$ cat config.mk
export PLATFORM = sky130hd
export DESIGN_NAME = cfr_regs
export DESIGN_NICKNAME = d
export VERILOG_FILES = /design/src/shared/cfr_pkg.sv /design/src/hw/cfr_regs.sv
export VERILOG_INCLUDE_DIRS = /design/src /design/src/shared
export SDC_FILE = /design/constraint.sdc
export NUM_CORES = 1
export LEC_CHECK = 0
export BUFFER_PORTS_ARGS = -buffer_cell sky130_fd_sc_hd__clkbuf_2
export CAP_MARGIN = 20
export CORE_ASPECT_RATIO = 0.9
export CORE_UTILIZATION = 45
export DETAILED_ROUTE_END_ITERATION = 16
export PLACE_DENSITY_LB_ADDON = 0.2
export SYNTH_ARGS = -nofsm -noshare
export SYNTH_HDL_FRONTEND = slang
export SYNTH_SLANG_ARGS = --single-unit
$ cat constraint.sdc
create_clock -name pclk -period 3.2 [get_ports pclk]
set_input_delay 0.64 -clock pclk [delete_from_list [all_inputs] [get_ports pclk]]
set_output_delay 0.64 -clock pclk [all_outputs]
set_load 0.03 [all_outputs]
$ cat src/shared/cfr_map.svh
// Register offsets, field positions, reset values and timing figures of the setup register bank.
`ifndef CFR_MAP_SVH
`define CFR_MAP_SVH

// ----------------------------------------------------------------
// Register indices and byte addresses
// ----------------------------------------------------------------
`define CFR_IDX_SUBADDR 3
`define CFR_IDX_CONFIG 6
`define CFR_IDX_SHARED 7
`define CFR_ADDR_SUBADDR 12'h00c
`define CFR_ADDR_CONFIG 12'h018
`define CFR_ADDR_SHARED 12'h01c

// ----------------------------------------------------------------
// Reset values
// ----------------------------------------------------------------
`define CFR_CONFIG_RST 8'h18
`define CFR_SETUP1_RST 8'h00
`define CFR_CLOCK_TIMING_RECON_SETUP_RST 8'h00
`define CFR_SUBADDR_RST 3'h0

// ----------------------------------------------------------------
// Sub-address codes
// ----------------------------------------------------------------
`define CFR_SUB_SETUP1 3'h2
`define CFR_SUB_TOP_BIT 2

// ----------------------------------------------------------------
// Setup 1 fields
// ----------------------------------------------------------------
`define CFR_S1_ARB_SLOW 0
`define CFR_S1_RATE_LSB 1
`define CFR_S1_RATE_MSB 3
`define CFR_S1_RCV_ALL 4
`define CFR_S1_FOUR_NAKS 6
`define CFR_S1_PULSE_MODE 7
`define CFR_S1_WMASK 8'hdf

// ----------------------------------------------------------------
// Setup 2 fields
// ----------------------------------------------------------------
`define CFR_S2_RECON_LSB 0
`define CFR_S2_RECON_MSB 1
`define CFR_S2_INIT_WITHOUT_IDLE_LINE 2
`define CFR_S2_ENH 3
`define CFR_S2_CKUP_LSB 5
`define CFR_S2_CKUP_MSB 6
`define CFR_S2_FAST_READ 7
`define CFR_S2_WMASK 8'hef

// ----------------------------------------------------------------
// Timing: recon periods in microseconds at the full data rate
// ----------------------------------------------------------------
`define CFR_CLK_PERIOD_NS 40
`define CFR_FULL_RATE_BPS 312500
`define CFR_RECON_00_US 32'd6720000
`define CFR_RECON_01_US 32'd1680000
`define CFR_RECON_10_US 32'd840000
`define CFR_RECON_11_US 32'd420000

`endif

$ cat src/shared/cfr_pkg.sv
// Types shared by the setup register bank.
package cfr_pkg;

  // Target reached through the shared location.
  typedef enum logic [1:0] {
    CFR_LOC_NONE,
    CFR_LOC_SETUP1,
    CFR_LOC_CLOCK_TIMING_RECON_SETUP
  } cfr_loc_t;

  // Slave bus phase.
  typedef enum logic {
    CFR_BUS_IDLE,
    CFR_BUS_ANSWER
  } cfr_bus_t;

endpackage : cfr_pkg

$ cat src/hw/cfr_regs.sv
// Configuration, sub-address and setup register bank with an APB slave port.
//
// Functional notes
// - Configuration loads 0001 1000 on hardware reset; software reset leaves it.
// - Low three sub-address bits choose the register seen at location 7h.
// - Two low sub-address bits are one copy shared with configuration.
// - Top sub-address bit set routes the shared location to setup 2.
// - Every configuration write with the low byte strobe set clears the top sub-address bit.
// - Setup 1 divides the data rate by 1 to 128 in powers of two and halves arbitration separately.
// - Setup 1 holds receive-all and the first pulse output driver type.
// - Setup 1 clears to zero on hardware reset only.
// - Two setup 2 bits select the clock made from the 20 MHz crystal.
// - A setup 2 bit enables the fast read cycle for fast hosts.
// - Enhanced-timing bit low keeps old timing, high applies new timing.
// - No-sync bit low writes init only on idle line, high always.
// - Recon bits give 6.72 S, 1.68 S, 840 mS or 420 mS.
// - Recon periods hold at 312.5 Kbps and scale with the data rate.
`timescale 1ns/1ps
`include "cfr_map.svh"

module cfr_regs
  import cfr_pkg::*;
#(
  parameter int ADDR_W = 12
) (
  // APB clock and reset
  input wire logic pclk,
  input wire logic presetn,
  // APB request
  input wire logic psel,
  input wire logic penable,
  input wire logic pwrite,
  input wire logic [ADDR_W-1:0] paddr,
  input wire logic [31:0] pwdata,
  input wire logic [3:0] pstrb,
  // APB answer
  output logic pready,
  output logic [31:0] prdata,
  output logic pslverr,
  // Software reset from the command logic
  input wire logic soft_reset,
  // Configuration and sub-address state
  output logic [7:0] mode_configuration,
  output logic [2:0] location_select_field,
  // Setup 1 controls
  output logic arbitration_half_speed,
  output logic [2:0] data_rate_divide_log2,
  output logic receive_all,
  output logic four_nak_limit,
  output logic first_pulse_output_mode,
  // Setup 2 controls
  output logic [1:0] crystal_clock_select,
  output logic fast_read_timing_enable,
  output logic enhanced_timing_enable,
  output logic init_without_idle_line,
  output logic [1:0] recon_period_sel,
  // Recon timeout in microseconds at the selected data rate
  output logic [31:0] recon_timeout_us
);

  // ----------------------------------------------------------------
  // Parameter check
  // ----------------------------------------------------------------
  initial begin
    if (ADDR_W < 5) begin
      $error("Address width too narrow for the register map.");
    end
    if (ADDR_W > 12) begin
      $error("Address width wider than the decoded address.");
    end
  end

  // ----------------------------------------------------------------
  // Storage
  // ----------------------------------------------------------------
  logic [7:0] config_r;
  logic [5:0] config_hi_r;
  logic [2:0] subaddr_r;
  logic [7:0] setup1_r;
  logic [7:0] clock_timing_recon_setup_r;
  cfr_bus_t bus_r;
  logic pready_r;
  logic [31:0] prdata_r;
  logic pslverr_r;
  logic [31:0] recon_r;

  // ----------------------------------------------------------------
  // Address decode
  // ----------------------------------------------------------------
  logic [11:0] addr_w;
  logic hit_config;
  logic hit_subaddr;
  logic hit_shared;
  logic mapped;
  logic setup_phase;
  logic wr_commit;
  logic lane0;
  cfr_loc_t loc;

  assign addr_w = 12'(paddr);
  assign hit_config = (addr_w == `CFR_ADDR_CONFIG);
  assign hit_subaddr = (addr_w == `CFR_ADDR_SUBADDR);
  assign hit_shared = (addr_w == `CFR_ADDR_SHARED);
  assign mapped = hit_config | hit_subaddr | hit_shared;
  assign setup_phase = psel & ~penable;
  assign wr_commit = psel & penable & pready & pwrite & mapped;
  assign lane0 = pstrb[0];

  // Shared location target from the sub-address bits.
  always_comb begin
    if (subaddr_r[`CFR_SUB_TOP_BIT]) begin
      loc = CFR_LOC_CLOCK_TIMING_RECON_SETUP;
    end else if (subaddr_r == `CFR_SUB_SETUP1) begin
      loc = CFR_LOC_SETUP1;
    end else begin
      loc = CFR_LOC_NONE;
    end
  end

  // ----------------------------------------------------------------
  // Write enables
  // ----------------------------------------------------------------
  // Every write is qualified by the low byte strobe, since each register is one byte.
  logic we_config;
  logic we_subaddr;
  logic we_setup1;
  logic we_clock_timing_recon_setup;

  assign we_config = wr_commit & hit_config & lane0;
  assign we_subaddr = wr_commit & hit_subaddr & lane0;
  assign we_setup1 = wr_commit & hit_shared & lane0 & (loc == CFR_LOC_SETUP1);
  assign we_clock_timing_recon_setup = wr_commit & hit_shared & lane0 & (loc == CFR_LOC_CLOCK_TIMING_RECON_SETUP);

  // ----------------------------------------------------------------
  // Bus phase: one wait-free answer per transfer
  // ----------------------------------------------------------------
  always_ff @(posedge pclk or negedge presetn) begin
    if (!presetn) begin
      bus_r <= CFR_BUS_IDLE;
    end else begin
      unique case (bus_r)
        CFR_BUS_IDLE: begin
          if (setup_phase) begin
            bus_r <= CFR_BUS_ANSWER;
          end
        end
        CFR_BUS_ANSWER: begin
          bus_r <= CFR_BUS_IDLE;
        end
      endcase
    end
  end

  // The answer is registered so that pready leaves on a flip-flop.
  always_ff @(posedge pclk or negedge presetn) begin
    if (!presetn) begin
      pready_r <= 1'b0;
    end else begin
      pready_r <= (bus_r == CFR_BUS_IDLE) && setup_phase;
    end
  end

  assign pready = pready_r;

  // ----------------------------------------------------------------
  // Read data and error, captured in the setup phase
  // ----------------------------------------------------------------
  function automatic logic [7:0] read_mux(
    input logic c, input logic s, input logic h, input cfr_loc_t l,
    input logic [7:0] cfg, input logic [2:0] sub,
    input logic [7:0] s1, input logic [7:0] s2);
    logic [7:0] v;
    v = 8'h00;
    if (c) begin
      v = cfg;
    end else if (s) begin
      v = {5'h00, sub};
    end else if (h) begin
      unique case (l)
        CFR_LOC_SETUP1: v = s1;
        CFR_LOC_CLOCK_TIMING_RECON_SETUP: v = s2;
        CFR_LOC_NONE: v = 8'h00;
      endcase
    end
    return v;
  endfunction : read_mux

  always_ff @(posedge pclk or negedge presetn) begin
    if (!presetn) begin
      prdata_r <= 32'h0000_0000;
    end else if (setup_phase && !pwrite) begin
      prdata_r <= {24'h00_0000, read_mux(hit_config, hit_subaddr, hit_shared, loc,
                                          config_r, subaddr_r, setup1_r, clock_timing_recon_setup_r)};
    end else if (pready) begin
      prdata_r <= 32'h0000_0000;
    end
  end

  always_ff @(posedge pclk or negedge presetn) begin
    if (!presetn) begin
      pslverr_r <= 1'b0;
    end else if (setup_phase) begin
      pslverr_r <= ~mapped;
    end else begin
      pslverr_r <= 1'b0;
    end
  end

  assign prdata = prdata_r;
  assign pslverr = pslverr_r;

  // ----------------------------------------------------------------
  // Configuration register
  // ----------------------------------------------------------------
  // Software reset does not touch any register of this bank.
  always_ff @(posedge pclk or negedge presetn) begin
    if (!presetn) begin
      config_hi_r <= 6'(`CFR_CONFIG_RST >> 2);
    end else if (we_config) begin
      config_hi_r <= pwdata[7:2];
    end
  end

  // Low two bits are a view of the shared sub-address copy.
  always_comb begin
    config_r = {config_hi_r, subaddr_r[1:0]};
  end

  // ----------------------------------------------------------------
  // Sub-address register
  // ----------------------------------------------------------------
  always_ff @(posedge pclk or negedge presetn) begin
    if (!presetn) begin
      subaddr_r <= `CFR_SUBADDR_RST;
    end else if (we_config) begin
      subaddr_r <= {1'b0, pwdata[1:0]};
    end else if (we_subaddr) begin
      subaddr_r <= pwdata[2:0];
    end
  end

  // ----------------------------------------------------------------
  // Setup 1 register
  // ----------------------------------------------------------------
  always_ff @(posedge pclk or negedge presetn) begin
    if (!presetn) begin
      setup1_r <= `CFR_SETUP1_RST;
    end else if (we_setup1) begin
      setup1_r <= pwdata[7:0] & `CFR_S1_WMASK;
    end
  end

  // ----------------------------------------------------------------
  // Setup 2 register
  // ----------------------------------------------------------------
  always_ff @(posedge pclk or negedge presetn) begin
    if (!presetn) begin
      clock_timing_recon_setup_r <= `CFR_CLOCK_TIMING_RECON_SETUP_RST;
    end else if (we_clock_timing_recon_setup) begin
      clock_timing_recon_setup_r <= pwdata[7:0] & `CFR_S2_WMASK;
    end
  end

  // ----------------------------------------------------------------
  // Recon timeout scaled to the data rate
  // ----------------------------------------------------------------
  logic [31:0] recon_base;
  logic [2:0] rate_div;

  assign rate_div = setup1_r[`CFR_S1_RATE_MSB:`CFR_S1_RATE_LSB];

  always_comb begin
    unique case (clock_timing_recon_setup_r[`CFR_S2_RECON_MSB:`CFR_S2_RECON_LSB])
      2'b00: recon_base = `CFR_RECON_00_US;
      2'b01: recon_base = `CFR_RECON_01_US;
      2'b10: recon_base = `CFR_RECON_10_US;
      2'b11: recon_base = `CFR_RECON_11_US;
    endcase
  end

  always_ff @(posedge pclk or negedge presetn) begin
    if (!presetn) begin
      recon_r <= `CFR_RECON_00_US;
    end else begin
      // The longest period shifted by seven still fits in 32 bits.
      recon_r <= recon_base << rate_div;
    end
  end

  assign recon_timeout_us = recon_r;

  // ----------------------------------------------------------------
  // Control outputs
  // ----------------------------------------------------------------
  logic [7:0] cfg_out_r;
  logic [2:0] sub_out_r;
  logic [7:0] s1_out_r;
  logic [7:0] s2_out_r;

  always_ff @(posedge pclk or negedge presetn) begin
    if (!presetn) begin
      cfg_out_r <= `CFR_CONFIG_RST;
      sub_out_r <= `CFR_SUBADDR_RST;
    end else begin
      cfg_out_r <= config_r;
      sub_out_r <= subaddr_r;
    end
  end

  always_ff @(posedge pclk or negedge presetn) begin
    if (!presetn) begin
      s1_out_r <= `CFR_SETUP1_RST;
      s2_out_r <= `CFR_CLOCK_TIMING_RECON_SETUP_RST;
    end else begin
      s1_out_r <= setup1_r;
      s2_out_r <= clock_timing_recon_setup_r;
    end
  end

  assign mode_configuration = cfg_out_r;
  assign location_select_field = sub_out_r;
  assign arbitration_half_speed = s1_out_r[`CFR_S1_ARB_SLOW];
  assign data_rate_divide_log2 = s1_out_r[`CFR_S1_RATE_MSB:`CFR_S1_RATE_LSB];
  assign receive_all = s1_out_r[`CFR_S1_RCV_ALL];
  assign four_nak_limit = s1_out_r[`CFR_S1_FOUR_NAKS];
  assign first_pulse_output_mode = s1_out_r[`CFR_S1_PULSE_MODE];
  assign crystal_clock_select = s2_out_r[`CFR_S2_CKUP_MSB:`CFR_S2_CKUP_LSB];
  assign fast_read_timing_enable = s2_out_r[`CFR_S2_FAST_READ];
  assign enhanced_timing_enable = s2_out_r[`CFR_S2_ENH];
  assign init_without_idle_line = s2_out_r[`CFR_S2_INIT_WITHOUT_IDLE_LINE];
  assign recon_period_sel = s2_out_r[`CFR_S2_RECON_MSB:`CFR_S2_RECON_LSB];

  // Software reset is accepted and deliberately left without effect here.
  logic soft_reset_unused;
  assign soft_reset_unused = soft_reset;

  // Upper data bytes and upper strobes have no register behind them.
  logic unused_bits;
  assign unused_bits = ^{pwdata[31:8], pstrb[3:1]};

endmodule : cfr_regs

==> run metrics <==
Cell Pwr Density=430 mW/mm2; skew final=0.0104 ns; final setup TNS=0 ns; register share of total power=53.2%; top cell type's share of synthesized area=45.2%; first-pass GRT wire length=12.5 mm; post-layout min period=2.21 ns; die width=99.8 um; htree depth=3; vias=2612; DRC viols=0; Mean Syn Cell Area=12.0 um2; fin cells=524; crit path to=recon_timeout_us[12]; chip height=90.0 um; Comb pwr share=6.2%; Int Power=1420 uW; IO Port Bufs=85; Clock power frac=40.6%; Crit-path slowest cell=dfrtp_1; Min-Delay Path Class=input pin to async pin; post-synth cell types=45; largest area contributor in the netlist=dfrtp_1; vias per std cell=4.98; crit-path cells=inv_1 -> ha_1 -> o21ba_2 -> mux4_2 -> mux2_2; total of max-cap violations=0; Rows=31; crit path capture type=flip-flop; most common cell in the synthesized netlist=dfrtp_1; fin. max-slew vios=0; Fmax=453 MHz; initial antenna violation count=0; status=completed; TritonCTS Buffers=9; Routed WL per cell=14.8 um; RR Startpoint=clock_timing_recon_setup_r[1]; critical path startpoint category=flip-flop; Worst VDD drop=0.000228 V; sequential-to-total area share from yosys stat=52.7%; Area growth syn-to-layout=15.8%; CTS clk-pin slew, worst paths=0.09 ns; Post-layout nets=465; FF+latch count, synth=81; max incr delay on CP=0.60 ns; share of cells above drive strength 1=38.1%; Syn. warnings=0; clk buf depth=2; Async SR Flop Fraction=100%; Total Power=1930 uW; Lkg Pwr=0.00222 uW; global route overflow=0; final WL=7.74 mm; Slew HR=53.2%; Inst Count DP=507; Synth top cells by count=dfrtp_1, buf_4, nand2_1; Placed Instance Area=0.00425 mm2; first-pass detailed-route iteration total=4; total clock sinks=81; Area contributors post-synth=dfrtp_1, dfstp_2, buf_4; vias in the first global route=2410; antenna cells=0; CP max FO=13; Worst Path Required=3.45 ns; hpwl dp=5.28 mm; number of synthesized flops with an enable pin=0; Setup CP Type=flip-flop to flip-flop; Switching Share=26.1%; core area=0.00818 mm2; WP buf/inv=1; Initial DRC Count=115; Worst Setup SP=clock_timing_recon_setup_r[1]; RR Endpoint=recon_timeout_us[12]; actual slew at the worst max-slew pin=0.699 ns; P_sw=503 uW; RSZ-0062 raised after global routing=no; Initial Util=47.3%; I/O pin count=145; flop2flop setup slack=0.99 ns; largest net degree at the start of global routing=82; Fin. Hold Viols=0; Syn Std Cell Area=0.00387 mm2; Post-CTS Setup Inserts=0; ANT nets after route=0; Root Driver=clkbuf_8; Gate Count Post-Synth=323; hold_buf cts=0; R2R depth=5; post-route cell area=0.00448 mm2; Worst EP arrival=2.46 ns; crit share post-route=69.1%; GRT Overall Usage=18.2%; Worst path depth=5; Top FF cell, synth=dfrtp_1; final setup vio count=0; CTS resizes=0; Worst-Skew Late Latency=0.37 ns; Top delay family on crit path=multiplexers; Die Area=0.00898 mm2; TritonCTS clock tree=yes; routability congestion estimate=0.818
per-layer routing:
metal	wire (um)	GRT usage, %	vias up
met3	434	4.74	10
met2	3460	25.7	97
li1	-	-	1231
met4	129	5.88	0
met5	0	0	-
met1	3710	27.0	1274
layout make-up:
class / count / area, um2
fill: 747 / 3700
tap: 115 / 144
multi-input combinational: 213 / 1570
clock buffer: 9 / 124
clock inverter: 7 / 85.1
sequential: 81 / 2040
inverter: 8 / 30.0
timing repair buffer: 91 / 493
worst min path at each step:
stage | from | end | slack, ns | cells after the start
2_1_floorplan | presetn | bus_r | 0.34 | 0
3_3_place_gp | config_hi_r[1] | mode_configuration[3] | 0.37 | 0
3_5_place_dp | config_hi_r[1] | mode_configuration[3] | 0.38 | 0
4_1_cts | config_hi_r[1] | mode_configuration[3] | 0.38 | 0
5_1_grt | presetn | recon_timeout_us[6] | 0.12 | 1
6_report | presetn | recon_timeout_us[6] | 0.11 | 1
per-stage QoR:
stage,worst slack [ns],util (%),hold WS (ns)
2_1_floorplan,1.19,-,0.344
3_3_place_gp,0.845,51.9,0.366
3_5_place_dp,0.833,51.9,0.376
4_1_cts,0.995,54.4,0.381
5_1_grt,0.893,54.8,0.117
6_report,0.990,54.8,0.110
cells in the final DEF, fill, tap and decap left out, types with 6 or more instances in the layout:
cell and n:
clkbuf_2 84, dfrtp_1 70, conb_1 31, nand2_1 20
a21oi_1 18, o21ai_0 17, mux2_2 17, mux2i_1 14
dfstp_2 11, nor2_1 9, clkbuf_8 9, mux2_4 8
inv_1 7, and3_1 7, ha_1 7, buf_4 6
flip-flops by register name (all words and copies together), names as in the netlist, 6 cells and up:
register and flops:
recon_timeout_us 25, prdata 8, clock_timing_recon_setup_r 7, s1_out_r 7, s2_out_r 7, setup1_r 7, config_hi_r 6, mode_configuration 6
cells by family after synthesis:
kind of cell,Yosys count,synth area share (%)
flops,81,52.7
other cells,1,0.0969
mux,43,14.0
buf+inv,59,9.76
simple gates,69,11.0
xor+xnor,2,0.453
fa+ha+maj,7,2.26
compound gates,61,9.70
power groups by stage:
| stage | clock [uW] | sequential (uW) | combinational (uW) |
|---|---|---|---|
| 5_1_grt | 846 | 1030 | 129 |
| 6_report | 783 | 1030 | 119 |
| 2_1_floorplan | 0 | 1050 | 95.4 |
| 3_5_place_dp | 0 | 1050 | 115 |
| 3_3_place_gp | 0 | 1050 | 114 |
| 4_1_cts | 796 | 1030 | 115 |
No activity file was read; power rests on OpenSTA's default activity.
